**config.mk**
```make
export PLATFORM = sky130hd
export DESIGN_NAME = bcp_regs
export DESIGN_NICKNAME = d
export VERILOG_FILES = /design/src/bcp_pkg.sv /design/src/bcp_rc_flag.sv /design/src/bcp_regs.sv /design/src/bcp_ss_timer.sv
export SDC_FILE = /design/constraint.sdc
export NUM_CORES = 1
export LEC_CHECK = 0
export BUFFER_PORTS_ARGS = -buffer_cell sky130_fd_sc_hd__buf_2
export CAP_MARGIN = 0
export CORE_MARGIN = 5
export CORE_UTILIZATION = 41
export DETAILED_ROUTE_END_ITERATION = 8
export GPL_TIMING_DRIVEN = 0
export PLACE_DENSITY_LB_ADDON = 0.1
export SKIP_LAST_GASP = 1
export SYNTH_ARGS = -nofsm -noshare
export SYNTH_HDL_FRONTEND = slang
export SYNTH_SLANG_ARGS = --single-unit
export TNS_END_PERCENT = 1
```
**constraint.sdc**
```tcl
create_clock -name clk -period 3.3 [get_ports clk]
set_input_delay 0.99 -clock clk [delete_from_list [all_inputs] [get_ports clk]]
set_output_delay 0.99 -clock clk [all_outputs]
set_load 0.02 [all_outputs]
```
**src/bcp_pkg.sv**
```systemverilog
// Package for the bus current protection register bank.
// Assumes an 8-bit register port driven by the serial interface engine.
package bcp_pkg;

  // Register offsets
  localparam logic [7:0] BCP_ADDR_PROTECT = 8'h08;
  localparam logic [7:0] BCP_ADDR_ALARM = 8'h09;
  localparam logic [7:0] BCP_ADDR_STATE = 8'h0A;
  localparam logic [7:0] BCP_ADDR_CONTROL = 8'h0B;

  // Reset values
  localparam logic [7:0] BCP_RST_PROTECT = 8'h0D;
  localparam logic [7:0] BCP_RST_ALARM = 8'h50;
  localparam logic [7:0] BCP_RST_STATE = 8'h00;
  localparam logic [7:0] BCP_RD_ZERO = 8'h00;

  // Protect register fields
  localparam int BCP_OCP_DIS_BIT = 7;
  localparam int BCP_RISE_FLAG_BIT = 6;
  localparam int BCP_RISE_MASK_BIT = 5;
  localparam int BCP_FALL_FLAG_BIT = 4;
  localparam int BCP_OCP_CODE_W = 4;

  // Alarm register fields
  localparam int BCP_ALM_DIS_BIT = 7;
  localparam int BCP_ALM_CODE_W = 7;

  // Control register fields
  localparam int BCP_REG_RST_BIT = 7;

  // Converter state bit positions
  localparam int BCP_ST_THERMAL_SHUTDOWN_FLAG = 7;
  localparam int BCP_ST_THERMAL_SHUTDOWN_STATUS = 6;
  localparam int BCP_ST_BUS_LOW = 5;
  localparam int BCP_ST_BUS_HIGH = 4;
  localparam int BCP_ST_SS_TIMEOUT = 3;
  localparam int BCP_ST_SWITCHING = 2;
  localparam int BCP_ST_CONV_OCP = 1;
  localparam int BCP_ST_FLYCAP = 0;

  // Current scaling, milliamps
  localparam int BCP_CUR_W = 14;
  localparam logic [13:0] BCP_OCP_OFFSET_MA = 14'h03E8;
  localparam logic [13:0] BCP_OCP_STEP_MA = 14'h00FA;
  localparam logic [13:0] BCP_ALM_STEP_MA = 14'h0032;
  localparam logic [13:0] BCP_ZERO_MA = 14'h0000;

  // Read-to-clear flag slots
  localparam int BCP_FL_RISE = 0;
  localparam int BCP_FL_FALL = 1;
  localparam int BCP_FL_TSHUT = 2;
  localparam int BCP_FL_SS_TO = 3;
  localparam int BCP_FL_CONV_OCP = 4;
  localparam int BCP_FL_FLYCAP = 5;
  localparam int BCP_NFLAGS = 6;
  // Flags that a register reset clears
  localparam logic [5:0] BCP_FL_REGRST = 6'h27;

  // Default soft-start window in cycles
  localparam int BCP_SS_CYCLES_DEF = 1000;

  typedef struct packed {
    logic wr;
    logic rd;
    logic [7:0] addr;
    logic [7:0] wdata;
  } bcp_req_type;

  typedef struct packed {
    logic tshut_event;
    logic tshut_active;
    logic bus_low;
    logic bus_high;
    logic conv_ocp_event;
    logic flycap_event;
    logic switch_start;
    logic ucp_above;
  } bcp_sense_type;

endpackage

```
**src/bcp_rc_flag.sv**
```systemverilog
// Read-to-clear event flag.
// Assumes set, read clear and register reset clear are one-cycle strobes.
`timescale 1ns/1ps
module bcp_rc_flag
(
  input wire logic clk,
  input wire logic nrst,
  input wire logic set,
  input wire logic rd_clr,
  input wire logic rst_clr,
  output logic flag
);

  logic flag_r;
  logic flag_nxt;

  // Set wins so an event during the read survives
  always_comb
  begin
    flag_nxt = set | (flag_r & ~rd_clr & ~rst_clr);
  end

  always_ff @(posedge clk or negedge nrst)
  begin
    if (!nrst)
      flag_r <= 1'b0;
    else
      flag_r <= flag_nxt;
  end

  assign flag = flag_r;

endmodule

```
**src/bcp_regs.sv**
```systemverilog
// Bus current protection registers: trip, alarm, undercurrent flags,
// converter state. Assumes the serial engine gives one-cycle wr/rd strobes
// and a measured bus current in milliamps, all synchronous to clk.
`timescale 1ns/1ps

module bcp_regs
#(
  parameter int SS_CYCLES = bcp_pkg::BCP_SS_CYCLES_DEF
)
(
  input wire logic clk,
  input wire logic nrst,
  input wire bcp_pkg::bcp_req_type req,
  input wire bcp_pkg::bcp_sense_type sense,
  input wire logic [13:0] ibus_ma,
  output logic [7:0] rd_data,
  output logic int_pulse,
  output logic output_disable,
  output logic switching_active_status,
  output logic [13:0] trip_threshold_ma,
  output logic [13:0] alarm_threshold_ma
);

  // Writable fields
  logic overcurrent_trip_disable_r, overcurrent_trip_disable_nxt;
  logic undercurrent_rise_mask_r, undercurrent_rise_mask_nxt;
  logic [3:0] overcurrent_trip_threshold_r, overcurrent_trip_threshold_nxt;
  logic overcurrent_alarm_disable_r, overcurrent_alarm_disable_nxt;
  logic [6:0] overcurrent_alarm_threshold_r, overcurrent_alarm_threshold_nxt;

  // Derived and status state
  logic [7:0] rd_data_r, rd_data_nxt;
  logic int_r, int_nxt;
  logic out_dis_r, out_dis_nxt;
  logic ucp_prev_r, ucp_prev_nxt;
  logic alm_prev_r, alm_prev_nxt;
  logic [13:0] trip_thr_r, trip_thr_nxt;
  logic [13:0] alm_thr_r, alm_thr_nxt;

  logic reg_rst;
  logic rd_protect;
  logic rd_state;
  logic rise_evt;
  logic fall_evt;
  logic alm_hit;
  logic trip_hit;
  logic ss_timeout;
  logic switching;
  logic [bcp_pkg::BCP_NFLAGS-1:0] flag_set;
  logic [bcp_pkg::BCP_NFLAGS-1:0] flag_rd;
  logic [bcp_pkg::BCP_NFLAGS-1:0] flags;
  logic [7:0] protect_val;
  logic [7:0] alarm_val;
  logic [7:0] state_val;

  // Register reset strobe; the bit itself is never stored
  assign reg_rst = req.wr && (req.addr == bcp_pkg::BCP_ADDR_CONTROL)
                   && req.wdata[bcp_pkg::BCP_REG_RST_BIT];
  assign rd_protect = req.rd && (req.addr == bcp_pkg::BCP_ADDR_PROTECT);
  assign rd_state = req.rd && (req.addr == bcp_pkg::BCP_ADDR_STATE);

  // Edges of the undercurrent comparator
  assign rise_evt = sense.ucp_above & ~ucp_prev_r;
  assign fall_evt = ~sense.ucp_above & ucp_prev_r;

  // Thresholds compared against the measured current
  assign trip_hit = (ibus_ma >= trip_thr_r);
  assign alm_hit = (ibus_ma >= alm_thr_r);

  // Event sources and which read clears them
  always_comb
  begin
    flag_set = '0;
    flag_rd = '0;
    flag_set[bcp_pkg::BCP_FL_RISE] = rise_evt;
    flag_set[bcp_pkg::BCP_FL_FALL] = fall_evt;
    flag_set[bcp_pkg::BCP_FL_TSHUT] = sense.tshut_event;
    flag_set[bcp_pkg::BCP_FL_SS_TO] = ss_timeout;
    flag_set[bcp_pkg::BCP_FL_CONV_OCP] = sense.conv_ocp_event;
    flag_set[bcp_pkg::BCP_FL_FLYCAP] = sense.flycap_event;
    flag_rd[bcp_pkg::BCP_FL_RISE] = rd_protect;
    flag_rd[bcp_pkg::BCP_FL_FALL] = rd_protect;
    flag_rd[bcp_pkg::BCP_FL_TSHUT] = rd_state;
    flag_rd[bcp_pkg::BCP_FL_SS_TO] = rd_state;
    flag_rd[bcp_pkg::BCP_FL_CONV_OCP] = rd_state;
    flag_rd[bcp_pkg::BCP_FL_FLYCAP] = rd_state;
  end

  // One read-to-clear cell per flag
  genvar gi;
  generate
    for (gi = 0; gi < bcp_pkg::BCP_NFLAGS; gi++)
    begin : g_flag
      bcp_rc_flag u_flag
      (
        .clk(clk),
        .nrst(nrst),
        .set(flag_set[gi]),
        .rd_clr(flag_rd[gi]),
        .rst_clr(reg_rst & bcp_pkg::BCP_FL_REGRST[gi]),
        .flag(flags[gi])
      );
    end
  endgenerate

  // Switching stops on thermal shutdown or a trip
  bcp_ss_timer #(.SS_CYCLES(SS_CYCLES)) u_ss
  (
    .clk(clk),
    .nrst(nrst),
    .start(sense.switch_start),
    .stop(sense.tshut_active | out_dis_r),
    .ucp_above(sense.ucp_above),
    .switching(switching),
    .timeout(ss_timeout)
  );

  // Readback images
  always_comb
  begin
    protect_val = {overcurrent_trip_disable_r, flags[bcp_pkg::BCP_FL_RISE],
                   undercurrent_rise_mask_r, flags[bcp_pkg::BCP_FL_FALL],
                   overcurrent_trip_threshold_r};
    alarm_val = {overcurrent_alarm_disable_r, overcurrent_alarm_threshold_r};
    state_val = bcp_pkg::BCP_RST_STATE;
    state_val[bcp_pkg::BCP_ST_THERMAL_SHUTDOWN_FLAG] = flags[bcp_pkg::BCP_FL_TSHUT];
    state_val[bcp_pkg::BCP_ST_THERMAL_SHUTDOWN_STATUS] = sense.tshut_active;
    state_val[bcp_pkg::BCP_ST_BUS_LOW] = sense.bus_low;
    state_val[bcp_pkg::BCP_ST_BUS_HIGH] = sense.bus_high;
    state_val[bcp_pkg::BCP_ST_SS_TIMEOUT] = flags[bcp_pkg::BCP_FL_SS_TO];
    state_val[bcp_pkg::BCP_ST_SWITCHING] = switching;
    state_val[bcp_pkg::BCP_ST_CONV_OCP] = flags[bcp_pkg::BCP_FL_CONV_OCP];
    state_val[bcp_pkg::BCP_ST_FLYCAP] = flags[bcp_pkg::BCP_FL_FLYCAP];
  end

  // Writable fields; no watchdog input reaches them
  always_comb
  begin
    overcurrent_trip_disable_nxt = overcurrent_trip_disable_r;
    undercurrent_rise_mask_nxt = undercurrent_rise_mask_r;
    overcurrent_trip_threshold_nxt = overcurrent_trip_threshold_r;
    overcurrent_alarm_disable_nxt = overcurrent_alarm_disable_r;
    overcurrent_alarm_threshold_nxt = overcurrent_alarm_threshold_r;
    if (reg_rst)
    begin
      // Defaults from the reset images
      overcurrent_trip_disable_nxt = bcp_pkg::BCP_RST_PROTECT[bcp_pkg::BCP_OCP_DIS_BIT];
      undercurrent_rise_mask_nxt = bcp_pkg::BCP_RST_PROTECT[bcp_pkg::BCP_RISE_MASK_BIT];
      overcurrent_trip_threshold_nxt = bcp_pkg::BCP_RST_PROTECT[bcp_pkg::BCP_OCP_CODE_W-1:0];
      overcurrent_alarm_disable_nxt = bcp_pkg::BCP_RST_ALARM[bcp_pkg::BCP_ALM_DIS_BIT];
      overcurrent_alarm_threshold_nxt = bcp_pkg::BCP_RST_ALARM[bcp_pkg::BCP_ALM_CODE_W-1:0];
    end
    else if (req.wr && req.addr == bcp_pkg::BCP_ADDR_PROTECT)
    begin
      // Flag bits are read-only and ignore written data
      overcurrent_trip_disable_nxt = req.wdata[bcp_pkg::BCP_OCP_DIS_BIT];
      undercurrent_rise_mask_nxt = req.wdata[bcp_pkg::BCP_RISE_MASK_BIT];
      overcurrent_trip_threshold_nxt = req.wdata[bcp_pkg::BCP_OCP_CODE_W-1:0];
    end
    else if (req.wr && req.addr == bcp_pkg::BCP_ADDR_ALARM)
    begin
      overcurrent_alarm_disable_nxt = req.wdata[bcp_pkg::BCP_ALM_DIS_BIT];
      overcurrent_alarm_threshold_nxt = req.wdata[bcp_pkg::BCP_ALM_CODE_W-1:0];
    end
  end

  // Thresholds
  always_comb
  begin
    // Threshold follows the stored code one cycle later
    trip_thr_nxt = bcp_pkg::BCP_OCP_OFFSET_MA
                   + 14'(overcurrent_trip_threshold_r) * bcp_pkg::BCP_OCP_STEP_MA;
    // All-zero code means 0 A, not a negative value
    if (overcurrent_alarm_threshold_r == '0)
      alm_thr_nxt = bcp_pkg::BCP_ZERO_MA;
    else
      alm_thr_nxt = 14'(overcurrent_alarm_threshold_r) * bcp_pkg::BCP_ALM_STEP_MA
                    - bcp_pkg::BCP_ALM_STEP_MA;
  end

  always_ff @(posedge clk or negedge nrst)
  begin
    if (!nrst)
    begin
      // Reset codes run through the same formulas, so no step after release
      trip_thr_r <= bcp_pkg::BCP_OCP_OFFSET_MA
                    + 14'(bcp_pkg::BCP_RST_PROTECT[bcp_pkg::BCP_OCP_CODE_W-1:0])
                    * bcp_pkg::BCP_OCP_STEP_MA;
      alm_thr_r <= 14'(bcp_pkg::BCP_RST_ALARM[bcp_pkg::BCP_ALM_CODE_W-1:0])
                   * bcp_pkg::BCP_ALM_STEP_MA - bcp_pkg::BCP_ALM_STEP_MA;
    end
    else
    begin
      trip_thr_r <= trip_thr_nxt;
      alm_thr_r <= alm_thr_nxt;
    end
  end

  // Trip, edge history and interrupt
  always_comb
  begin
    // Level trip; released once current falls back
    out_dis_nxt = trip_hit & ~overcurrent_trip_disable_r;
    ucp_prev_nxt = sense.ucp_above;
    alm_prev_nxt = alm_hit;
    // One pulse per event, so a held alarm does not repeat
    int_nxt = (rise_evt & ~undercurrent_rise_mask_r)
              | fall_evt
              | (alm_hit & ~alm_prev_r & ~overcurrent_alarm_disable_r)
              | sense.tshut_event
              | ss_timeout
              | sense.conv_ocp_event
              | sense.flycap_event
              | sense.switch_start;
  end

  always_ff @(posedge clk or negedge nrst)
  begin
    if (!nrst)
    begin
      out_dis_r <= 1'b0;
      ucp_prev_r <= 1'b0;
      alm_prev_r <= 1'b0;
      int_r <= 1'b0;
    end
    else
    begin
      out_dis_r <= out_dis_nxt;
      ucp_prev_r <= ucp_prev_nxt;
      alm_prev_r <= alm_prev_nxt;
      int_r <= int_nxt;
    end
  end

  // Read data captured with the flags before they clear
  always_comb
  begin
    rd_data_nxt = rd_data_r;
    if (req.rd)
    begin
      case (req.addr)
        bcp_pkg::BCP_ADDR_PROTECT: rd_data_nxt = protect_val;
        bcp_pkg::BCP_ADDR_ALARM: rd_data_nxt = alarm_val;
        bcp_pkg::BCP_ADDR_STATE: rd_data_nxt = state_val;
        bcp_pkg::BCP_ADDR_CONTROL: rd_data_nxt = bcp_pkg::BCP_RD_ZERO;
        default: rd_data_nxt = bcp_pkg::BCP_RD_ZERO;
      endcase
    end
  end

  always_ff @(posedge clk or negedge nrst)
  begin
    if (!nrst)
    begin
      overcurrent_trip_disable_r <= bcp_pkg::BCP_RST_PROTECT[bcp_pkg::BCP_OCP_DIS_BIT];
      undercurrent_rise_mask_r <= bcp_pkg::BCP_RST_PROTECT[bcp_pkg::BCP_RISE_MASK_BIT];
      overcurrent_trip_threshold_r <= bcp_pkg::BCP_RST_PROTECT[bcp_pkg::BCP_OCP_CODE_W-1:0];
      overcurrent_alarm_disable_r <= bcp_pkg::BCP_RST_ALARM[bcp_pkg::BCP_ALM_DIS_BIT];
      overcurrent_alarm_threshold_r <= bcp_pkg::BCP_RST_ALARM[bcp_pkg::BCP_ALM_CODE_W-1:0];
    end
    else
    begin
      overcurrent_trip_disable_r <= overcurrent_trip_disable_nxt;
      undercurrent_rise_mask_r <= undercurrent_rise_mask_nxt;
      overcurrent_trip_threshold_r <= overcurrent_trip_threshold_nxt;
      overcurrent_alarm_disable_r <= overcurrent_alarm_disable_nxt;
      overcurrent_alarm_threshold_r <= overcurrent_alarm_threshold_nxt;
    end
  end

  always_ff @(posedge clk or negedge nrst)
  begin
    if (!nrst)
    begin
      rd_data_r <= bcp_pkg::BCP_RD_ZERO;
    end
    else
    begin
      rd_data_r <= rd_data_nxt;
    end
  end

  assign rd_data = rd_data_r;
  assign int_pulse = int_r;
  assign output_disable = out_dis_r;
  assign switching_active_status = switching;
  assign trip_threshold_ma = trip_thr_r;
  assign alarm_threshold_ma = alm_thr_r;

endmodule

```
**src/bcp_ss_timer.sv**
```systemverilog
// Soft-start window timer for the converter.
// Assumes start is a one-cycle strobe and ucp_above a synchronous level.
`timescale 1ns/1ps
module bcp_ss_timer
#(
  parameter int SS_CYCLES = bcp_pkg::BCP_SS_CYCLES_DEF
)
(
  input wire logic clk,
  input wire logic nrst,
  input wire logic start,
  input wire logic stop,
  input wire logic ucp_above,
  output logic switching,
  output logic timeout
);

  typedef enum logic [1:0] {BCP_SS_IDLE, BCP_SS_RAMP, BCP_SS_RUN} bcp_ss_state_type;

  localparam int CW = $clog2(SS_CYCLES + 1);

  bcp_ss_state_type state_r, state_nxt;
  logic [CW-1:0] cnt_r, cnt_nxt;
  logic timeout_r, timeout_nxt;
  logic switching_r, switching_nxt;

  always_comb
  begin
    state_nxt = state_r;
    cnt_nxt = cnt_r;
    timeout_nxt = 1'b0;
    case (state_r)
      BCP_SS_IDLE:
      begin
        if (start && !stop)
        begin
          state_nxt = BCP_SS_RAMP;
          cnt_nxt = '0;
        end
      end
      BCP_SS_RAMP:
      begin
        if (stop)
          state_nxt = BCP_SS_IDLE;
        else if (ucp_above)
          state_nxt = BCP_SS_RUN;
        else if (cnt_r == CW'(SS_CYCLES - 1))
        begin
          // Current never ramped; stop switching
          state_nxt = BCP_SS_IDLE;
          timeout_nxt = 1'b1;
        end
        else
          cnt_nxt = cnt_r + CW'(1);
      end
      BCP_SS_RUN:
      begin
        if (stop)
          state_nxt = BCP_SS_IDLE;
      end
      default:
        state_nxt = BCP_SS_IDLE;
    endcase
    // Registered so the status output comes straight from a flop
    switching_nxt = (state_nxt != BCP_SS_IDLE);
  end

  always_ff @(posedge clk or negedge nrst)
  begin
    if (!nrst)
    begin
      state_r <= BCP_SS_IDLE;
      cnt_r <= '0;
      timeout_r <= 1'b0;
      switching_r <= 1'b0;
    end
    else
    begin
      state_r <= state_nxt;
      cnt_r <= cnt_nxt;
      timeout_r <= timeout_nxt;
      switching_r <= switching_nxt;
    end
  end

  assign switching = switching_r;
  assign timeout = timeout_r;

endmodule
```
==> flow_summary.ini <==
[sta]
hold_violations = 0
finalSetupViolCount = 0
rsz0062_at_grt = true
layout_min_cycle_time_ns = 3.178
max_freq_mhz = 314.7
relSlewSlack = 0.4133
finClkSkew_ns = 0.008928
worst_slew_pin_slew_ns = 0.8801
report.final.slew_viol_count = 0
fin_crit_sh = 0.9629

[job]
maxCapViolCount = 0

[clock_network]
clkSinkCount = 71
cts_buffers = 9
cts_tree = yes
insertion_delay_ns = 0.34
cts_max_path_buffers = 2
h-tree-depth = 3
clkTransAtPathRegs_ns = 0.05
holdBufCountCts = 0
root_buffer = clkbuf_16

[place]
place_area_mm2 = 0.005594
routabilityCongestion = 0.8690
portBuffers = 76
place_hpwl_um = 9392

[synthesis]
synth-xor-area-share = 0.04711
synth_compound_area_frac = 0.1391
synth_edf_count = 0
yosysTopAreaCell = dfrtp_1
netlist_area_mm2 = 0.005020
async_flop_share = 1.000
synth_adder_area_share = 0.2178
synth_top_area_frac = 0.2592
syn_inst = 515
yosysSeqAreaShare = 0.3587
synth_top_family_by_area = adder cells
synthTopCellsByArea = dfrtp_1, ha_1, dfstp_2, inv_1, fa_1
synthMuxAreaShare = 0.02792
synth_cell_type_count = 56
synth-simple-area-share = 0.1510
ys.warnings.count = 0
avgSynthCellArea_um2 = 9.747
synth-seq-cells = 71
synth-main-ff-cell = dfrtp_1

[detailed_routing]
wire_per_inst_um = 15.45
drt_iter0_drc = 226
dr.pass1.iters = 4
drt-total-wl_um = 11930
vias = 3996
viasPerCell = 5.176
antenna_left = 0
drc = 0

[floorplan]
num_io_pins = 81
die_x_um = 120.7
die_h_um = 120.7
coreArea_mm2 = 0.01201
rows = 40
initial_core_util = 0.4179
die_area_mm2 = 0.01456

[global_route]
grt_max_degree = 72
grt_overflow_total = 0
grt_first_pass_wirelength_um = 19680
grtUsageTotal = 0.1682
grt_pass1_vias = 4028
antenna_found_initial = 0

[final_layout]
multi_input_area_mm2 = 0.003039
final_util = 0.5113
final-seq-area_mm2 = 0.001804
fillCellCount = 1156
areaGrowthSynthToFinish_pct = 22.33
nNetsFinal = 744
final_common_cell = buf_2
mostFrequentLayoutCells = buf_2, ha_1, inv_1
drive_above_1_share = 0.2576
design_area_mm2 = 0.006141
diodes = 0

[pwr]
p_per_area_mw_per_mm2 = 784.3
leakage_nw = 3.061
irDropWorstVdd_uv = 346.1

[worst_setup_path]
required_ns = 3.49
critPathCaptureType = register
crit_arrival_ns = 3.37
critPathKind = register to register
start_kind = register
worstPathMaxFanout = 5

[min_path]
hold_path_class = register to register

[run_status]
status = finished, final reports clean
==> cell usage after synthesis, types with 4 or more instances <==
| cell type | n |
|---|---|
| nor3b_1 | 7 |
| clkbuf_1 | 4 |
| o21ai_0 | 18 |
| a21oi_1 | 34 |
| a21o_1 | 16 |
| nand3_1 | 12 |
| mux2i_1 | 14 |
| fa_1 | 9 |
| xnor2_1 | 12 |
| nor2_1 | 36 |
| ha_1 | 73 |
| dfrtp_1 | 52 |
| dfstp_2 | 19 |
| a211oi_1 | 5 |
| nand2b_1 | 11 |
| inv_1 | 65 |
| o22ai_1 | 12 |
| or3_1 | 6 |
| nand4_1 | 7 |
| nor3_1 | 8 |
| xor2_1 | 15 |
| nand2_1 | 28 |
==> flip-flops by register name (all words and copies together), names as in the netlist <==
register                       flops
undercurrent_rise_mask_r           1
int_pulse                          1
overcurrent_trip_disable_r         1
rd_data                            8
trip_threshold_ma                 12
ucp_prev_r                         1
alm_prev_r                         1
overcurrent_trip_threshold_r       4
u_ss.cnt_r                        10
u_ss.timeout                       1
overcurrent_alarm_threshold_r      7
alarm_threshold_ma                13
u_ss.switching                     1
output_disable                     1
u_ss.state_r                       2
overcurrent_alarm_disable_r        1
g_flag.u_flag.flag                 6
==> where the power goes <==
part	switching (mW)	internal (mW)
registers	0.124	1.11
logic	1.45	1.10
clock network	0.371	0.663
==> routing by layer <==
layer  up-vias  part of all wire  track usage
li1       1996                 -            -
met1      1921              0.47       0.2235
met2        67              0.49       0.2777
met3        12             0.035      0.03461
met4         0             0.014      0.04816
met5         -                 0            0
==> worst max-delay path, stage by stage (launching register included) <==
cell      delay (ns)
dfrtp_1         0.38
inv_1           0.15
ha_1            0.26
ha_1            0.30
ha_1            0.32
inv_1           0.07
fa_1            0.45
nand2b_1        0.20
a21oi_2         0.25
xor2_2          0.12
nor3_2          0.28
a31o_2          0.20
a21oi_1         0.07
==> cell type report <==
class                   instances  area share
plain buffers                   9    0.007335
clock buffers                   9     0.03667
multi-input cells             372      0.4949
clock inverters                 7     0.01569
flip-flops and latches         71      0.2938
inverters                      65     0.03973
repair buffers                 92     0.08191
well taps                     147     0.02995
==> metrics by stage <==
| step | TNS, ns | hold slack [ns] | std cells | setup WS (ns) | power, mW |
|---|---|---|---|---|---|
| after floorplan | 0 | 0.4136 | 517 | 0.1892 | 2.958 |
| after global routing | -0.02534 | 0.4353 | 772 | -0.01855 | 5.220 |
| after detailed placement | -0.6841 | 0.4337 | 740 | -0.2055 | 3.534 |
| final | 0 | 0.4277 | 772 | 0.1224 | 4.816 |
| after CTS | -0.1328 | 0.4447 | 757 | -0.06873 | 4.675 |
| after global placement | -0.3724 | 0.4354 | 740 | -0.1475 | 3.484 |
==> timing repair <==
item	in CTS	in global routing
buffers inserted	1	15
pin swaps	0	8
endpoints found under the setup margin	6	8
gates resized for setup	6	17
==> kinds of logic after synthesis <==
family          Yosys count
mux                      14
flops                    71
compound gates          108
xor+xnor                 27
simple gates            138
fa+ha+maj                82
buf+inv                  74
other cells               1
==> path summary, 6_finish.rpt <==
path	start	slack (ns)	to	cells past startpoint
min reg2reg	overcurrent_trip_threshold_r[0]	0.43	trip_threshold_ma[1]	0
max	overcurrent_alarm_threshold_r[1]	0.12	alarm_threshold_ma[12]	12
min in group asynchronous	nrst	0.79	alarm_threshold_ma[12]	1
max in group asynchronous	nrst	1.90	overcurrent_alarm_threshold_r[2]	1
max reg2reg	overcurrent_alarm_threshold_r[1]	0.12	alarm_threshold_ma[12]	12
min	overcurrent_trip_threshold_r[0]	0.43	trip_threshold_ma[1]	0
No activity file was read; power rests on OpenSTA's default activity.
